--- src/hw/llphp_pkg.sv ---
// Purpose: shared constants for the link-layer phy and host port
// Assumes: core_clk at 10 MHz samples the phy pins and host select and write through three flip-flops
// Notes: host register indices and request word layout are local choices
package llphp_pkg;
  // control pair width is fixed for every data width
  localparam int          CTL_W        = 2;
  localparam logic [1:0]  PHY_IDLE     = 2'h0;
  localparam logic [1:0]  PHY_STATUS   = 2'h1;
  localparam logic [1:0]  PHY_RECEIVE  = 2'h2;
  localparam logic [1:0]  PHY_GRANT    = 2'h3;
  localparam logic [1:0]  LNK_RELEASE  = 2'h0;
  localparam logic [1:0]  LNK_HOLD     = 2'h1;
  localparam logic [1:0]  LNK_TRANSMIT = 2'h2;
  localparam logic [1:0]  LNK_UNUSED   = 2'h3;
  // request stream lengths and types
  localparam int          STREAM_W     = 17;
  localparam int          LEN_W        = 5;
  localparam logic [4:0]  LEN_BUS      = 5'h07;
  localparam logic [4:0]  LEN_READ     = 5'h09;
  localparam logic [4:0]  LEN_WRITE    = 5'h11;
  localparam logic [2:0]  TYPE_RDREG   = 3'h4;
  localparam logic [2:0]  TYPE_WRREG   = 3'h5;
  // request stream field positions, bit 0 is the start bit
  localparam int          ST_TYPE_LO   = 1;
  localparam int          ST_SPEED_LO  = 4;
  localparam int          ST_ADDR_LO   = 4;
  localparam int          ST_DATA_LO   = 8;
  // status word field positions
  localparam int          SR_COUNT_LO  = 8;
  localparam int          SR_TXPEND    = 16;
  localparam int          SR_RXNEW     = 17;
  // host word fields for a request write
  localparam int          HW_TYPE_LO   = 0;
  localparam int          HW_SPEED_LO  = 3;
  localparam int          HW_ADDR_LO   = 5;
  localparam int          HW_WDATA_LO  = 9;
  // host register indices
  localparam logic [7:0]  IDX_REQUEST  = 8'h00;
  localparam logic [7:0]  IDX_TX_DATA  = 8'h01;
  localparam logic [7:0]  IDX_RX_DATA  = 8'h02;
  localparam logic [7:0]  IDX_STATUS   = 8'h03;
  // acknowledge latency bound in local clocks
  localparam int          ACK_MAX_CYC  = 9;
endpackage

--- src/hw/llphp_req_if.sv ---
// Purpose: carries one request stream from the queue to the serialiser
// Assumes: valid/ready handshake on core_clk
// Notes: stream bit 0 is sent first
`timescale 1ns/100ps
interface llphp_req_if;
  import llphp_pkg::*;
  logic                valid;
  logic                ready;
  logic [STREAM_W-1:0] stream;
  logic [LEN_W-1:0]    len;
  modport src (output valid, output stream, output len, input ready);
  modport dst (input valid, input stream, input len, output ready);
endinterface

--- src/hw/llphp_fifo.sv ---
// Purpose: small first-in first-out buffer in flip-flops
// Assumes: one clock, both sides may stall
// Notes: full and empty come from an occupancy counter
`timescale 1ns/100ps
module llphp_fifo
  import llphp_pkg::*;
#(
  parameter int W     = 22,
  parameter int DEPTH = 8
)(
  // clock and reset
  input  wire logic                       core_clk,
  input  wire logic                       rst,
  // fill side
  input  wire logic                       in_valid,
  output logic                            in_ready,
  input  wire logic [W-1:0]               in_data,
  // drain side
  output logic                            out_valid,
  input  wire logic                       out_ready,
  output logic [W-1:0]                    out_data,
  // occupancy
  output logic [$clog2(DEPTH):0]          count
);
  localparam int AW = $clog2(DEPTH);
  localparam logic [AW:0] DEPTH_C = (AW+1)'(DEPTH);
  localparam logic [AW-1:0] LAST_C = AW'(DEPTH-1);

  logic [W-1:0]  mem_r [DEPTH];
  logic [AW-1:0] wr_ptr_r;
  logic [AW-1:0] rd_ptr_r;
  logic [AW:0]   count_r;
  logic          push;
  logic          pop;

  // handshake terms
  assign in_ready  = (count_r != DEPTH_C);
  assign out_valid = (count_r != '0);
  assign push      = in_valid && in_ready;
  assign pop       = out_valid && out_ready;
  assign out_data  = mem_r[rd_ptr_r];
  assign count     = count_r;

  // storage write
  always_ff @(posedge core_clk)
  begin
    if (push)
    begin
      mem_r[wr_ptr_r] <= in_data;
    end
  end

  // pointers and occupancy
  always_ff @(posedge core_clk or posedge rst)
  begin
    if (rst)
    begin
      wr_ptr_r <= '0;
      rd_ptr_r <= '0;
      count_r  <= '0;
    end
    else
    begin
      if (push)
      begin
        wr_ptr_r <= (wr_ptr_r == LAST_C) ? '0 : wr_ptr_r + 1'b1;
      end
      if (pop)
      begin
        rd_ptr_r <= (rd_ptr_r == LAST_C) ? '0 : rd_ptr_r + 1'b1;
      end
      if (push && !pop)
      begin
        count_r <= count_r + 1'b1;
      end
      else if (pop && !push)
      begin
        count_r <= count_r - 1'b1;
      end
    end
  end
endmodule

--- src/hw/llphp_link_request_line_ser.sv ---
// Purpose: shifts request streams out on the serial request line
// Assumes: tick marks a detected phy clock rising edge
// Notes: the line rests low while no stream is queued
`timescale 1ns/100ps
module llphp_link_request_line_ser
  import llphp_pkg::*;
(
  // clock and reset
  input  wire logic  core_clk,
  input  wire logic  rst,
  input  wire logic  tick,
  // stream source
  llphp_req_if.dst   req,
  // serial output
  output logic       link_request_line
);
  logic [STREAM_W-1:0] shift_r;
  logic [LEN_W-1:0]    left_r;
  logic                line_r;

  // a new stream is taken only on a phy edge with nothing in flight
  assign req.ready         = tick && (left_r == '0);
  assign link_request_line = line_r;

  // shifter, bit 0 first, one bit per phy edge
  always_ff @(posedge core_clk or posedge rst)
  begin
    if (rst)
    begin
      shift_r <= '0;
      left_r  <= '0;
      line_r  <= 1'b0;
    end
    else if (tick)
    begin
      if (left_r != '0)
      begin
        line_r  <= shift_r[0];
        shift_r <= shift_r >> 1;
        left_r  <= left_r - 1'b1;
      end
      else if (req.valid)
      begin
        line_r  <= req.stream[0];
        shift_r <= req.stream >> 1;
        left_r  <= req.len - 1'b1;
      end
      else
      begin
        line_r  <= 1'b0;
      end
    end
  end

  // first bit of every stream is a one
  start_bit_a: assert property (@(posedge core_clk) disable iff (rst)
    (req.valid && req.ready) |=> link_request_line)
    else $error("request stream did not start with one");
  // last bit of every stream is a zero
  stop_bit_a: assert property (@(posedge core_clk) disable iff (rst)
    (tick && left_r == 5'h01) |=> !link_request_line)
    else $error("request stream did not stop with zero");
  // the line moves only on a phy edge
  line_on_edge_a: assert property (@(posedge core_clk) disable iff (rst)
    $changed(link_request_line) |-> $past(tick))
    else $error("request line changed away from a phy edge");
endmodule

--- src/hw/llphp_top.sv ---
// Purpose: host port and phy-link port of a serial-bus link layer
// Assumes: host and phy pins are asynchronous to core_clk
// Notes: phy pins and host select and write pass three flops; a change counts when stages two and three agree
`timescale 1ns/100ps
module llphp_top
  import llphp_pkg::*;
#(
  parameter int DATA_W     = 8,
  parameter int FIFO_DEPTH = 8
)(
  // clock and reset
  input  wire logic              core_clk,
  input  wire logic              rst,
  // host port
  input  wire logic              host_cs_n,
  input  wire logic              host_wr_n,
  input  wire logic [7:0]        host_register_index,
  input  wire logic [31:0]       host_data_word_in,
  output logic      [31:0]       host_data_word_out,
  output logic                   host_data_word_oe,
  output logic                   host_access_done_n,
  // phy-link port
  input  wire logic              phy_clk,
  input  wire logic [DATA_W-1:0] phy_data_lines_in,
  output logic      [DATA_W-1:0] phy_data_lines_out,
  output logic                   phy_data_lines_oe,
  input  wire logic [CTL_W-1:0]  phy_control_pair_in,
  output logic      [CTL_W-1:0]  phy_control_pair_out,
  output logic                   phy_control_pair_oe,
  output logic                   link_request_line
);
  localparam int PW = 3 + CTL_W + DATA_W;
  localparam int QW = STREAM_W + LEN_W;
  localparam int PCLK = PW - 1;
  localparam int PCS  = PW - 2;
  localparam int PWR  = PW - 3;
  localparam logic [PW-1:0] PIN_RST = {1'b0, 1'b1, 1'b1, {(CTL_W + DATA_W){1'b0}}};
  localparam logic [3:0] ACK_MAX_C = 4'(ACK_MAX_CYC);

  typedef enum logic [2:0] {
    H_IDLE = 3'h1,
    H_ACT  = 3'h2,
    H_DONE = 3'h4
  } llphp_host_type;

  typedef enum logic [3:0] {
    TX_IDLE = 4'h1,
    TX_HOLD = 4'h2,
    TX_SEND = 4'h4,
    TX_END  = 4'h8
  } llphp_tx_type;

  logic [PW-1:0]         s1_r;
  logic [PW-1:0]         s2_r;
  logic [PW-1:0]         s3_r;
  logic [PW-1:0]         stab_r;
  logic [PW-1:0]         stab_nxt;
  logic                  clk_prev_r;
  logic                  phy_tick;
  logic [CTL_W-1:0]      ctl_s;
  logic [DATA_W-1:0]     data_s;
  llphp_host_type        h_state_r;
  llphp_tx_type          tx_state_r;
  logic                  is_write;
  logic                  q_in_valid;
  logic                  q_in_ready;
  logic [QW-1:0]         q_in_data;
  logic [QW-1:0]         q_out_data;
  logic [$clog2(FIFO_DEPTH):0] q_count;
  logic [STREAM_W-1:0]   stream_nxt;
  logic [LEN_W-1:0]      len_nxt;
  logic [DATA_W-1:0]     tx_data_r;
  logic                  tx_pend_r;
  logic [DATA_W-1:0]     rx_data_r;
  logic [DATA_W-1:0]     phy_stat_r;
  logic                  rx_new_r;
  logic [31:0]           rd_word;
  logic [3:0]            ack_wait_r;

  llphp_req_if req_if ();

  // three-stage pin synchronisers
  always_ff @(posedge core_clk or posedge rst)
  begin
    if (rst)
    begin
      s1_r <= PIN_RST;
      s2_r <= PIN_RST;
      s3_r <= PIN_RST;
    end
    else
    begin
      s1_r <= {phy_clk, host_cs_n, host_wr_n, phy_control_pair_in, phy_data_lines_in};
      s2_r <= s1_r;
      s3_r <= s2_r;
    end
  end

  // a bit takes a new value once stages two and three agree
  assign stab_nxt = (s2_r & ~(s2_r ^ s3_r)) | (stab_r & (s2_r ^ s3_r));

  // agreed pin values and phy clock edge history
  always_ff @(posedge core_clk or posedge rst)
  begin
    if (rst)
    begin
      stab_r     <= PIN_RST;
      clk_prev_r <= 1'b0;
    end
    else
    begin
      stab_r     <= stab_nxt;
      clk_prev_r <= stab_r[PCLK];
    end
  end

  // phy clock rising edge and sampled phy inputs
  assign phy_tick = stab_r[PCLK] && !clk_prev_r;
  assign ctl_s    = stab_r[DATA_W +: CTL_W];
  assign data_s   = stab_r[DATA_W-1:0];
  assign is_write = !stab_r[PWR];

  // host access sequence, acknowledge only after synchronised select
  always_ff @(posedge core_clk or posedge rst)
  begin
    if (rst)
    begin
      h_state_r <= H_IDLE;
    end
    else
    begin
      case (h_state_r)
        H_IDLE:
        begin
          if (!stab_r[PCS])
          begin
            h_state_r <= H_ACT;
          end
        end
        H_ACT:
        begin
          // a request write waits for room in the queue
          if (!(is_write && host_register_index == IDX_REQUEST) || q_in_ready)
          begin
            h_state_r <= H_DONE;
          end
        end
        H_DONE:
        begin
          if (stab_r[PCS])
          begin
            h_state_r <= H_IDLE;
          end
        end
        default:
        begin
          h_state_r <= H_IDLE;
        end
      endcase
    end
  end

  // acknowledge and read data from flops; inputs are held by the host
  always_ff @(posedge core_clk or posedge rst)
  begin
    if (rst)
    begin
      host_access_done_n <= 1'b1;
      host_data_word_out <= '0;
      host_data_word_oe  <= 1'b0;
    end
    else
    begin
      host_access_done_n <= !(h_state_r == H_ACT && h_state_nxt_done()) &&
                            !(h_state_r == H_DONE && !stab_r[PCS]);
      if (h_state_r == H_ACT && !is_write)
      begin
        host_data_word_out <= rd_word;
        host_data_word_oe  <= 1'b1;
      end
      else if (h_state_r != H_DONE || stab_r[PCS])
      begin
        host_data_word_oe  <= 1'b0;
      end
    end
  end

  // true when the access leaves the active state this cycle
  function automatic logic h_state_nxt_done();
    h_state_nxt_done = !(is_write && host_register_index == IDX_REQUEST) || q_in_ready;
  endfunction

  // read multiplexer
  always_comb
  begin
    rd_word = '0;
    if (host_register_index == IDX_TX_DATA)
    begin
      rd_word[DATA_W-1:0] = tx_data_r;
    end
    else if (host_register_index == IDX_RX_DATA)
    begin
      rd_word[DATA_W-1:0] = rx_data_r;
    end
    else if (host_register_index == IDX_STATUS)
    begin
      rd_word[DATA_W-1:0] = phy_stat_r;
      rd_word[SR_COUNT_LO +: $clog2(FIFO_DEPTH)+1] = q_count;
      rd_word[SR_TXPEND] = tx_pend_r;
      rd_word[SR_RXNEW] = rx_new_r;
    end
  end

  // build the request stream from the host word
  always_comb
  begin
    stream_nxt    = '0;
    stream_nxt[0] = 1'b1;
    stream_nxt[ST_TYPE_LO +: 3] = host_data_word_in[HW_TYPE_LO +: 3];
    if (host_data_word_in[HW_TYPE_LO +: 3] == TYPE_WRREG)
    begin
      stream_nxt[ST_ADDR_LO +: 4] = host_data_word_in[HW_ADDR_LO +: 4];
      stream_nxt[ST_DATA_LO +: 8] = host_data_word_in[HW_WDATA_LO +: 8];
      len_nxt = LEN_WRITE;
    end
    else if (host_data_word_in[HW_TYPE_LO +: 3] == TYPE_RDREG)
    begin
      stream_nxt[ST_ADDR_LO +: 4] = host_data_word_in[HW_ADDR_LO +: 4];
      len_nxt = LEN_READ;
    end
    else
    begin
      stream_nxt[ST_SPEED_LO +: 2] = host_data_word_in[HW_SPEED_LO +: 2];
      len_nxt = LEN_BUS;
    end
  end

  // queue a request while a request write is active
  assign q_in_valid = (h_state_r == H_ACT) && is_write && (host_register_index == IDX_REQUEST);
  assign q_in_data  = {len_nxt, stream_nxt};

  llphp_fifo #(
    .W     (QW),
    .DEPTH (FIFO_DEPTH)
  ) i_llphp_fifo (
    .core_clk  (core_clk),
    .rst       (rst),
    .in_valid  (q_in_valid),
    .in_ready  (q_in_ready),
    .in_data   (q_in_data),
    .out_valid (req_if.valid),
    .out_ready (req_if.ready),
    .out_data  (q_out_data),
    .count     (q_count)
  );

  assign req_if.stream = q_out_data[STREAM_W-1:0];
  assign req_if.len    = q_out_data[QW-1:STREAM_W];

  llphp_link_request_line_ser i_llphp_link_request_line_ser (
    .core_clk          (core_clk),
    .rst               (rst),
    .tick              (phy_tick),
    .req               (req_if),
    .link_request_line (link_request_line)
  );

  // link transmit sequence: hold, transmit if a byte is pending, release, then let go of the lines
  always_ff @(posedge core_clk or posedge rst)
  begin
    if (rst)
    begin
      tx_state_r           <= TX_IDLE;
      phy_control_pair_out <= LNK_RELEASE;
      phy_data_lines_out   <= '0;
      phy_control_pair_oe  <= 1'b0;
      phy_data_lines_oe    <= 1'b0;
    end
    else if (phy_tick)
    begin
      case (tx_state_r)
        TX_IDLE:
        begin
          if (ctl_s == PHY_GRANT)
          begin
            tx_state_r           <= TX_HOLD;
            phy_control_pair_out <= LNK_HOLD;
            phy_control_pair_oe  <= 1'b1;
            phy_data_lines_oe    <= 1'b1;
          end
        end
        TX_HOLD:
        begin
          tx_state_r           <= tx_pend_r ? TX_SEND : TX_END;
          phy_control_pair_out <= tx_pend_r ? LNK_TRANSMIT : LNK_RELEASE;
          phy_data_lines_out   <= tx_pend_r ? tx_data_r : '0;
        end
        TX_SEND:
        begin
          tx_state_r           <= TX_END;
          phy_control_pair_out <= LNK_RELEASE;
          phy_data_lines_out   <= '0;
        end
        TX_END:
        begin
          tx_state_r           <= TX_IDLE;
          phy_control_pair_oe  <= 1'b0;
          phy_data_lines_oe    <= 1'b0;
        end
        default:
        begin
          tx_state_r <= TX_IDLE;
        end
      endcase
    end
  end

  // host-loaded transmit byte; set by the host, cleared when sent
  always_ff @(posedge core_clk or posedge rst)
  begin
    if (rst)
    begin
      tx_data_r <= '0;
      tx_pend_r <= 1'b0;
    end
    else if (h_state_r == H_ACT && is_write && host_register_index == IDX_TX_DATA)
    begin
      tx_data_r <= host_data_word_in[DATA_W-1:0];
      tx_pend_r <= 1'b1;
    end
    else if (phy_tick && tx_state_r == TX_HOLD)
    begin
      tx_pend_r <= 1'b0;
    end
  end

  // receive and status capture from the phy; new data wins over a host clear
  always_ff @(posedge core_clk or posedge rst)
  begin
    if (rst)
    begin
      rx_data_r  <= '0;
      phy_stat_r <= '0;
      rx_new_r   <= 1'b0;
    end
    else
    begin
      if (phy_tick && tx_state_r == TX_IDLE && ctl_s == PHY_RECEIVE)
      begin
        rx_data_r <= data_s;
        rx_new_r  <= 1'b1;
      end
      else if (h_state_r == H_ACT && !is_write && host_register_index == IDX_RX_DATA)
      begin
        rx_new_r  <= 1'b0;
      end
      if (phy_tick && tx_state_r == TX_IDLE && ctl_s == PHY_STATUS)
      begin
        phy_stat_r <= data_s;
      end
    end
  end

  // cycles spent waiting for acknowledge after select is seen low
  always_ff @(posedge core_clk or posedge rst)
  begin
    if (rst)
    begin
      ack_wait_r <= '0;
    end
    else if (h_state_r == H_ACT)
    begin
      ack_wait_r <= ack_wait_r + 1'b1;
    end
    else
    begin
      ack_wait_r <= '0;
    end
  end

  data_width_a: assert property (@(posedge core_clk) disable iff (rst)
    (DATA_W == 2 || DATA_W == 4 || DATA_W == 8))
    else $error("phy data width must be 2, 4 or 8");
  ack_bound_a: assert property (@(posedge core_clk) disable iff (rst)
    ($fell(stab_r[PCS]) && q_in_ready) |-> ##[1:9] !host_access_done_n)
    else $error("acknowledge late after select");
  ack_wait_a: assert property (@(posedge core_clk) disable iff (rst)
    (h_state_r == H_ACT && ack_wait_r > ACK_MAX_C) |-> $past(!q_in_ready))
    else $error("access held without back-pressure");
  ack_synced_a: assert property (@(posedge core_clk) disable iff (rst)
    $fell(host_access_done_n) |-> $past(!stab_r[PCS], 2))
    else $error("acknowledge before synchronised select");
  drive_grant_a: assert property (@(posedge core_clk) disable iff (rst)
    $rose(phy_control_pair_oe) |-> $past(phy_tick && ctl_s == PHY_GRANT))
    else $error("link drove control without a grant");
  no_unused_a: assert property (@(posedge core_clk) disable iff (rst)
    phy_control_pair_oe |-> (phy_control_pair_out != LNK_UNUSED))
    else $error("link drove the unused control code");
  send_code_a: assert property (@(posedge core_clk) disable iff (rst)
    (tx_state_r == TX_SEND) |-> (phy_control_pair_out == LNK_TRANSMIT))
    else $error("transmit state without transmit code");
  reset_quiet_a: assert property (@(posedge core_clk)
    $fell(rst) |-> (!phy_control_pair_oe && !phy_data_lines_oe && !link_request_line))
    else $error("phy lines active at reset release");
endmodule

--- config.mk ---
export PLATFORM = sky130hd
export DESIGN_NAME = llphp_top
export DESIGN_NICKNAME = d
export VERILOG_FILES = /design/src/hw/llphp_pkg.sv /design/src/hw/llphp_req_if.sv /design/src/hw/llphp_fifo.sv /design/src/hw/llphp_link_request_line_ser.sv /design/src/hw/llphp_top.sv
export SDC_FILE = /design/constraint.sdc
export NUM_CORES = 1
export LEC_CHECK = 0
export BUFFER_PORTS_ARGS = -buffer_cell sky130_fd_sc_hd__buf_4
export CAP_MARGIN = 20
export CORE_MARGIN = 8
export CORE_UTILIZATION = 45
export DETAILED_ROUTE_END_ITERATION = 6
export RECOVER_POWER = 25
export SYNTH_ARGS = -nofsm -noshare
export SYNTH_HDL_FRONTEND = slang
export SYNTH_SLANG_ARGS = --single-unit
--- constraint.sdc ---
create_clock -name core_clk -period 6.15 [get_ports core_clk]
set_input_delay 0.615 -clock core_clk [delete_from_list [all_inputs] [get_ports core_clk]]
set_output_delay 0.615 -clock core_clk [all_outputs]
set_load 0.01 [all_outputs]
* After elaboration in Yosys (flattened, before gate mapping) *
Memories as Yosys holds them, arrays and structs flattened.
Cells that the tools add are included.

cells by class
  add/subtract/negate cells = 6
  eq/ne operators = 23
  muxes and demuxes = 46
  bitwise logic cells = 5
  reductions and logical operators = 47

operator list
  operator               count
  $mux W17               2
  $mux W4                8
  $mux W8                4
  $and A13 B13 Y13       2
  $logic_and A1 B1 Y1    19
  $eq A8 B2 Y1 const B   2
  $pmux W8 S2            1
  $eq A3 B3 Y1 const B   5
  $mux W3                5
  $mux W5                3
  $mux W2                7
  $reduce_bool A2 Y1     7
  $not A13 Y13           1
  $or A13 B13 Y13        1
  $xor A13 B13 Y13       1
  $mux W12               1
  $pmux W4 S3            1
  $mux W1                11
  $sub A5 B1 Y5 const B  2
  $pmux W3 S3            1
  $reduce_and A3 Y1      3
  $eq A8 B1 Y1 const B   1
  $logic_not A1 Y1       8
  $logic_not A8 Y1       1
  22 further kinds       30

storage, ports and cells
  register bits after elaboration = 146
  bits in writable memories = 160
  input port bits = 55
  output and inout bits = 47
  memories = 1

memory list
  memory              words  width  rd ports  clocked after memory_dff  write ports  RTL line          source
  i_llphp_fifo.mem_r  8      20     1         0                         1            llphp_fifo.sv:29  logic [W-1:0] mem_r [DEPTH];

* Longest topological paths before layout *
Gate-level depths: netlist of the first run.

  depth in word-level cells = 8
  mapped depth = 13

* Cells and area by module *
A second synthesis of the first run with hierarchy kept.

unflattened totals
  cell total of the unflattened synthesis = 753
  area total of the unflattened synthesis = 12808.5 um^2

by module, submodules not included
  module                       times used  cells an instance  area each (um^2)  seq. area each (um^2)
  llphp_fifo                   1           317                7378.3            5535.3
  llphp_top                    1           315                4294.1            2841.5
  llphp_link_request_line_ser  1           121                1136.1            550.5

* Worst setup path before layout of the first run *
OpenSTA, ideal clock, no wires.

  path type = input port to flip-flop
  start = in host_register_index[5]
  end = mem i_llphp_fifo.mem_r[0][0] in the netlist's numbering, enable pin
  arrival = 3282 ps
  data required time = 5711 ps
  setup slack = 2429 ps
  stages on the path = 5
  path through = nor2_1 nand4b_1 or4_1 buf_2 nor4_1

on the way
  longest elaborated chain between the ends = 5

RTL lines
  item                           RTL line          source
  from (decl)                    llphp_top.sv:17   input wire logic [7:0] host_register_index,
  $logic_not A8 Y1               llphp_top.sv:239  assign q_in_valid = (h_state_r == H_ACT) && is_write && (host_register_index == IDX_REQUEST);
  $logic_and A1 B1 Y1            llphp_top.sv:239
  $logic_and A1 B1 Y1            llphp_fifo.sv:39  assign push = in_valid && in_ready;
  $mux W1                        llphp_fifo.sv:47  if (push)
  $mux W1 (not written as such)  llphp_fifo.sv:49  mem_r[wr_ptr_r] <= in_data;
  to (decl)                      llphp_fifo.sv:29

Every way passes these cells.

==> impl_summary.md, run 1 <==
Global routing
The leftover overflow at the end of global routing is 0. Entering global routing, the biggest net connects 101 pins. The initial antenna violation count was 0. Across every metal layer, demand over resource in global routing totals 0.145. The via count of the first global-routing pass is 6,410.

The first global-routing pass estimated 35.1 mm of wire.

Power and ir drop
Total power for the finished layout comes to 5.12 mW. Power spread over the standard cell area amounts to 395 nW/um^2. In this run the static leakage power is 5.06 nW. The peak supply drop is 0.250 mV.

Yosys
Of the total synthesized cell area, the portion taken by XOR and XNOR cells is 0.00390. The number of enable-type register cells in the synthesized netlist is 144. The share of synthesized area spent on multiplexers is 0.126. The post-synthesis simple-gate area fraction is 0.0633.

The most used flip-flop cell after synthesis is sky130_fd_sc_hd__edfxtp_1. After synthesis, the mean cell area works out to 15.8 sq um. The share of flip-flops with an asynchronous set or reset is 0.500.

The share of the synthesized area in compound gates (AO/OA/AOI/OAI) is 0.0492. The synthesized design spends more area on one cell type than any other, namely sky130_fd_sc_hd__edfxtp_1. In this run the cell area of the synthesized design comes to 11,200 sq um. Counting distinct cell types in the post-synthesis netlist gives 53.

Counting flops and latches in the post-synthesis netlist gives 288. The cell count after synthesis came out at 711. Of the synthesized area, sequential elements account for 0.707. The count of warnings emitted by yosys is 0. Of the total synthesized cell area, the portion taken by full adders, half adders and majority gates is 0.0223. The area share of the largest cell type after synthesis is 0.385. The combinational family with the most area after synthesis is multiplexers. By area the synthesized netlist is led by sky130_fd_sc_hd__edfxtp_1 38%, sky130_fd_sc_hd__dfrtp_1 30%, sky130_fd_sc_hd__mux4_2 6.8%.

Layout
The core utilization of the finished layout is 0.523. Compared with the post-synthesis result, the final layout area differs by 15.4%. The top cell types in the final layout, fill and taps aside, are 144 x sky130_fd_sc_hd__edfxtp_1, 132 x sky130_fd_sc_hd__dfrtp_1, 72 x sky130_fd_sc_hd__nand2_1. The number of antenna diodes in the final layout is 0.

The final non-filler cell total is 1,144. The total non-filler cell area in the finished layout is 13,000 sq um. The post-layout net count is 855. Leaving out fill and tap cells, the most frequent cell in the layout is sky130_fd_sc_hd__edfxtp_1. In the final layout, the share of cells above drive strength 1 is 0.254.

Detailed routing
Once detail routing completed, the nets flagged for antenna violations numbered 0. Wires add up to 21.8 mm. After detailed routing, no signal wire sits above met4.

The first TritonRoute pass finished after 4 iterations. The via count normalized by instance count is 5.25. After detailed routing, the number of remaining DRC violations is 0. In the detailed route, the total length drawn on met3 is 1.03 mm.

The detailed router placed 6,005 vias in this run. After detailed routing, the wire length on met1 is 9.48 mm. The first routing iteration left 421 violations. After detailed routing, the average wire length per cell comes to 19.0 um. The routed length on met2 is 11.0 mm.

Clock tree
The clock insertion delay at the later pin of the skew report is 0.54 ns. CTS built an H-tree with a depth of 1. TritonCTS built the clock tree. Hold repair after CTS inserted 0 buffers.

The clock passes through at most 3 buffers. After clock tree synthesis, the clock-pin slew on the worst setup and hold paths is 0.06 ns. Counting every sink on the clock net gives 288. Post-CTS timing repair inserted 0 buffers for setup. The total clock buffers created by CTS is 29. In this run the clock root is driven by a sky130_fd_sc_hd__clkbuf_16. The number of gates resized after CTS is 0.

STA
At the pin with the least slew margin, the transition time is 4.35 ns. The shortest clock period the worst path allows after layout is 3.60 ns. The number of max-slew violations in the final report is 101. Final hold analysis gives a worst-case slack of 0.185 ns. The hold violation total from the final report was 0. The worst setup margin is 2.55 ns. Setup repair after global routing left no endpoint under its margin. Setup violations remaining at the end of the flow were counted as 0. The fmax is 278 MHz. Clock skew on the completed layout was measured at 0.0210 ns.

The worst relative slew slack is -1.92. In the final timing run, aggregate negative setup slack is 0 ns. In the finished design, the share of the clock period the worst path needs comes to 0.586.

Placement
Summing all placed instances gives a cell area of 12,100 sq um. The worst setup slack before clock tree synthesis is 2.76 ns. Counting tap cells, the placed design contains a total of 1,090 instances. The number of port buffers is 68. Routability-driven placement finished with a final weighted congestion of 0.741. The final HPWL from detailed placement is 13.5 mm.

Worst setup path
The family with the most delay on the worst path is buffers and inverters. Counting both buffers and inverters, the worst setup path holds a total of 2. In this run the worst path has a maximum fanout of 100. The data required time at the worst endpoint is 5.77 ns. The minimum setup slack among reg-to-reg paths is 3.05 ns. STA classifies the critical path endpoint as an async pin.

For this run, the slowest stage of the critical path takes 2.40 ns. The critical path goes through clkbuf_4 -> clkinvlp_2. Data arrives at the worst endpoint at 3.22 ns. The critical path in this run is classified as in2async. The startpoint class of the critical path is an input pin. For this design, the slowest cell found on the critical path is sky130_fd_sc_hd__clkinvlp_2.

Die
For this configuration, the core starts out at a cell density of 0.453. The site row count is 58. The number of ports placed on the die boundary is 102. The area of the core is 24,800 sq um. From bottom edge to top edge, the die measures 174 um. The horizontal die dimension is 174 um.

The die area is 30,300 sq um.

Worst hold path
The worst hold-check path type is in2reg.

Outcome
The checks that failed: capacitance limit, slew limit. The flow ran to the end, but the final reports show violations.

Flow run
Max-cap violations in this run came to 1.
## power by group
group          switching [mW]  internal [mW]
registers               0.156           2.26
logic                   0.523          0.531
clock network           0.690          0.963
## Yosys cell counts (10+ instances only)
library cell,n
sky130_fd_sc_hd__edfxtp_1,144
sky130_fd_sc_hd__dfrtp_1,133
sky130_fd_sc_hd__nand2_1,72
sky130_fd_sc_hd__o21ai_0,49
sky130_fd_sc_hd__mux4_2,34
sky130_fd_sc_hd__mux2i_1,29
sky130_fd_sc_hd__mux2_2,27
sky130_fd_sc_hd__nor2_1,27
sky130_fd_sc_hd__buf_4,21
sky130_fd_sc_hd__a21oi_1,14
sky130_fd_sc_hd__clkbuf_1,14
sky130_fd_sc_hd__maj3_1,13
sky130_fd_sc_hd__buf_2,11
sky130_fd_sc_hd__dfstp_2,11
sky130_fd_sc_hd__inv_1,10
sky130_fd_sc_hd__nor3_1,10
## flip-flops by register name, summed over array words and instances (netlist names), 2 cells and up, named ones only
signal / count
phy_data_lines_out: 8
h_state_r: 3
rx_data_r: 8
i_llphp_fifo.rd_ptr_r: 3
s2_r: 13
phy_stat_r: 8
i_llphp_fifo.count: 4
phy_control_pair_out: 2
i_llphp_fifo.wr_ptr_r: 3
tx_data_r: 8
s1_r: 13
i_llphp_link_request_line_ser.shift_r: 15
i_llphp_fifo.mem_r: 144
i_llphp_link_request_line_ser.left_r: 5
tx_state_r: 4
s3_r: 13
host_data_word_out: 14
## worst paths after layout
kind / start / endpoint / cells after the start
setup reg to reg: h_state_r[2] / i_llphp_fifo.count[3] / 12
hold reg to reg: s1_r[5] / s2_r[5] / 0
max in group core_clk: h_state_r[2] / i_llphp_fifo.count[3] / 12
setup / recovery: rst / i_llphp_fifo.rd_ptr_r[0] / 2
min in group asynchronous: rst / host_data_word_out[3] / 2
hold / removal: host_cs_n / s1_r[11] / 1
## per-layer routing
layer  track usage  up-vias
met5             0        -
met4        0.0360        0
met3        0.0273       24
met2         0.247      110
met1         0.189     3115
li1              -     2756
## cells by family (layout without fill, tap and decap cells)
kind of cell,after synthesis,count (layout)
buffers and inverters,59,145
and+or+nand+nor,151,151
AOI/OAI and AO/OA,92,92
DFF,288,288
xor gates and xnor gates,5,5
adders and majority gates,22,22
other,1,18
muxes,93,93
## layout make-up
| cell class | instances | area, sq um |
|---|---|---|
| Multi-Input combinational cell | 381 | 3080 |
| Timing Repair Buffer | 81 | 593 |
| Clock buffer | 44 | 822 |
| Tap cell | 330 | 413 |
| Fill cell | 2047 | 11900 |
| Inverter | 10 | 38.8 |
| Clock inverter | 10 | 83.8 |
| Sequential cell | 288 | 7940 |
Power figures use the tool's default switching activity.
==> run 2, diff against run 1 <==
Settings changed: PLACE_DENSITY set to 0.66.
Clock period 6.15 ns to 3.2 ns, I/O delays scaled along.
==> run 2 against run 1 <==
Compared with the run above:
- the run still ends with capacitance limit, slew limit left
- die area did not move
- register-to-register slack got worse by 2.7 ns
- critical path type is now reg2reg
- highest routed layer unchanged
- power rose by 91%
- global-route usage fell by 0.46 points
- non-clock buffer count rose by 27
- via count rose by 0.77%
==> impl_summary.md, run 2 (same netlist as run 1, synthesis figures left out) <==
Outcome
The run finished, with violations left. The final reports fail on capacitance limit, slew limit.

Worst setup path
The largest stage delay on the critical path came to 0.56 ns (-1.84 ns). The largest fanout on the critical path is 6 (-94%). The worst endpoint data arrival time is 3.31 ns (+0.09 ns). The path depth of the worst reg2reg path came to 12 (unchanged). The worst register-to-register path ends at i_llphp_fifo.count[3].

The data required time at the worst endpoint is 3.63 ns (-2.14 ns). The critical path goes through nor2b_1 -> nand2b_1 -> or4_1 -> inv_1 -> ha_1 -> inv_1 -> ha_1 -> a21o_1 -> a21oi_1 -> xnor2_1 -> nor2_1 -> xor2_1. The worst setup path is of the reg2reg kind.

The startpoint class of the critical path is a register. STA classifies the critical path endpoint as a register. The standard cell with the maximum stage delay on the critical path is sky130_fd_sc_hd__or4_1.

The minimum setup slack among reg-to-reg paths came to 0.32 ns (-2.73 ns). The startpoint identified for the worst register-to-register timing path is h_state_r[2].

Layout
The post-layout net count is 881 (+3.0%). The core utilization of the finished layout came to 0.532 (+0.00943). The final non-filler cell total was 1,169 (+2.2%). The share of final-layout standard cells stronger than drive strength 1 is 0.255 (+0.000766).

i_llphp_fifo.mem_r holds more flip-flops than any other register. Leaving out fill and tap cells, the most frequent cells in the layout are 144 x sky130_fd_sc_hd__edfxtp_1, 132 x sky130_fd_sc_hd__dfrtp_1, 75 x sky130_fd_sc_hd__buf_4. The library cell used most frequently in the layout, excluding fill and tap cells, is sky130_fd_sc_hd__edfxtp_1. The count of inserted antenna diode cells is 0 (unchanged).

In the final layout, the registers with the most flip-flops are i_llphp_fifo.mem_r (144), i_llphp_link_request_line_ser.shift_r (15), host_data_word_out (14). The flip-flop count of the largest register after layout is 144 (unchanged). From synthesis to final layout, the design area changed by 17.5%.

Global routing
The global-route wire length before repair is 34.2 mm (-2.4%). The via count of the first global-routing pass was 6,295 (-1.8%). The met1 usage is 0.188 (-0.000399). The layer with the highest usage is met2. The maximum number of pins on one net before global-route repair is 64 (-37%).

The routing usage on met2 is 0.229 (-0.0173). The total routing resource utilization after global routing is 0.140 (-0.00456). The leftover overflow at the end of global routing is 0 (unchanged). The initial antenna violation count is 0 (unchanged).

The met3 track demand over resource in global routing came to 0.0252 (-0.00217).

Placement
The number of port buffers is 68 (unchanged). The final HPWL from detailed placement was 13.5 mm (+0.13%). The final weighted congestion in routability-driven placement is 0.737 (-0.62%). The worst setup slack before clock tree synthesis is 0.289 ns (-2.47 ns). The instance count after placement with tap cells included came to 1,103 (+1.2%).

STA
Dividing the final minimum period by the clock period gives 0.899. The total negative slack for setup checks is 0 ns (unchanged). The fmax is 347 MHz.

The number of setup violations in the final report came to 0 (unchanged). The hold violation total from the final report is 0 (unchanged). The number of max-slew violations in the final report was 31 (-69%). The shortest clock period the worst path allows after layout is 2.88 ns. The worst relative slew slack is -0.0421 (+1.88). The worst setup margin is 0.322 ns (-2.22 ns). The measured slew at the worst slew-check pin is 1.55 ns (-2.80 ns). Setup repair after global routing left no endpoint under its margin.

The clock skew is 0.0261 ns (+0.00512 ns). The minimum hold slack came to 0.0334 ns (-0.152 ns).

Clock tree
The clock insertion delay at the later pin of the skew report is 0.54 ns (about the same). The largest buffer count on any clock path was 3 (unchanged). The tree is rooted in a sky130_fd_sc_hd__clkbuf_16.

The clock transition at the registers of the reported paths came to 0.07 ns (about the same). The number of H-tree branching levels is 1 (unchanged). The total number of clock tree sinks is 288 (unchanged).

TritonCTS built the clock tree. The total clock buffers created by CTS is 28 (-3.4%). The post-CTS repair timing setup buffer count is 0 (unchanged).

Die
The area of the core is 24,800 sq um (unchanged). The number of ports placed on the die boundary is 102 (unchanged). The horizontal die dimension is 174 um (unchanged). The die boundary height is 174 um (unchanged).

The initial core utilization was 0.453 (unchanged). The site row count was 58 (unchanged). The die area came to 30,300 sq um (unchanged).

Power and ir drop
The ratio of total power to cell area is 741 nW/um^2 (+88%). The reported leakage power is 5.17 nW (+2.1%). The peak supply drop is 0.464 mV (+86%).

Worst hold path
The worst hold-check path type is in2reg. The path with the worst hold slack has its endpoint at tx_data_r[5]. The number of cells on the worst hold path is 2 (+1).

The worst hold path begins at host_data_word_in[5].

Flow run
The max-capacitance violation count is 1 (unchanged).

Detailed routing
The via count normalized by instance count is 5.18 (-1.4%). The via total after detailed routing is 6,051 (+0.77%). The total iterations of the first detailed-routing run is 4 (unchanged). The remaining routing DRC violations was 0 (unchanged). The wire length per cell was 18.2 um (-4.2%). The count of nets left with antenna violations after detail routing is 0 (unchanged). The aggregate routed wire length is 21.3 mm (-2.1%).

The count of routing violations after the opening detailed-route iteration is 297 (-29%).
## run 2: worst max path at each step
stage / from / end / slack, ns / cells after the start
floorplan: h_state_r[0] / i_llphp_fifo.mem_r[1][0] / 0.01 / 7
global placement: host_register_index[5] / i_llphp_fifo.count[3] / 0.38 / 13
detailed placement: host_register_index[5] / i_llphp_fifo.count[3] / 0.29 / 13
CTS: h_state_r[2] / i_llphp_fifo.count[3] / 0.30 / 12
global route: h_state_r[2] / i_llphp_fifo.count[3] / 0.16 / 12
finish: h_state_r[2] / i_llphp_fifo.count[3] / 0.32 / 12
## run 2: worst max-delay path, delay by kind of cell, from the launching register on
family	cells	cell delay, ns
and+or+nand+nor	4	0.96
adders and majority gates	2	0.51
DFF	1	0.43
AOI/OAI and AO/OA	2	0.35
xor gates and xnor gates	2	0.27
buffers and inverters	2	0.25
## run 2: repair_timing
action                    CTS  global route
resized for setup           0             0
hold buffers               14             0
hold endpoints to repair   40             0
## run 2: metrics by stage
step / area [sq um] / power (mW)
2_1_floorplan: 11300 / 6.16
3_3_place_gp: 12200 / 6.71
3_5_place_dp: 12200 / 6.77
4_1_cts: 13200 / 9.91
5_1_grt: 13200 / 10.3
6_report: 13200 / 9.78
## run 2: final cells by class
type                       instances  area, sq um
tap                              330          413
inverter                          10         38.8
clock buffer                      46          840
fill                            2018        11600
multi-input combinational        381         3080
clock inverter                     6         43.8
sequential                       288         7940
timing repair buffer             108          843
## run 2: report_power, final
group / leakage (nW) / switching (mW) / total, mW / internal [mW]
sequential: 3.09 / 0.415 / 4.75 / 4.34
combinational: 1.66 / 0.872 / 1.92 / 1.05
clock: 0.422 / 1.32 / 3.11 / 1.79
## run 2: layer usage
layer | vias up | share of wire
met5 | - | 0
met4 | 0 | 0.023
met3 | 34 | 0.052
met2 | 134 | 0.48
met1 | 3077 | 0.45
li1 | 2806 | -
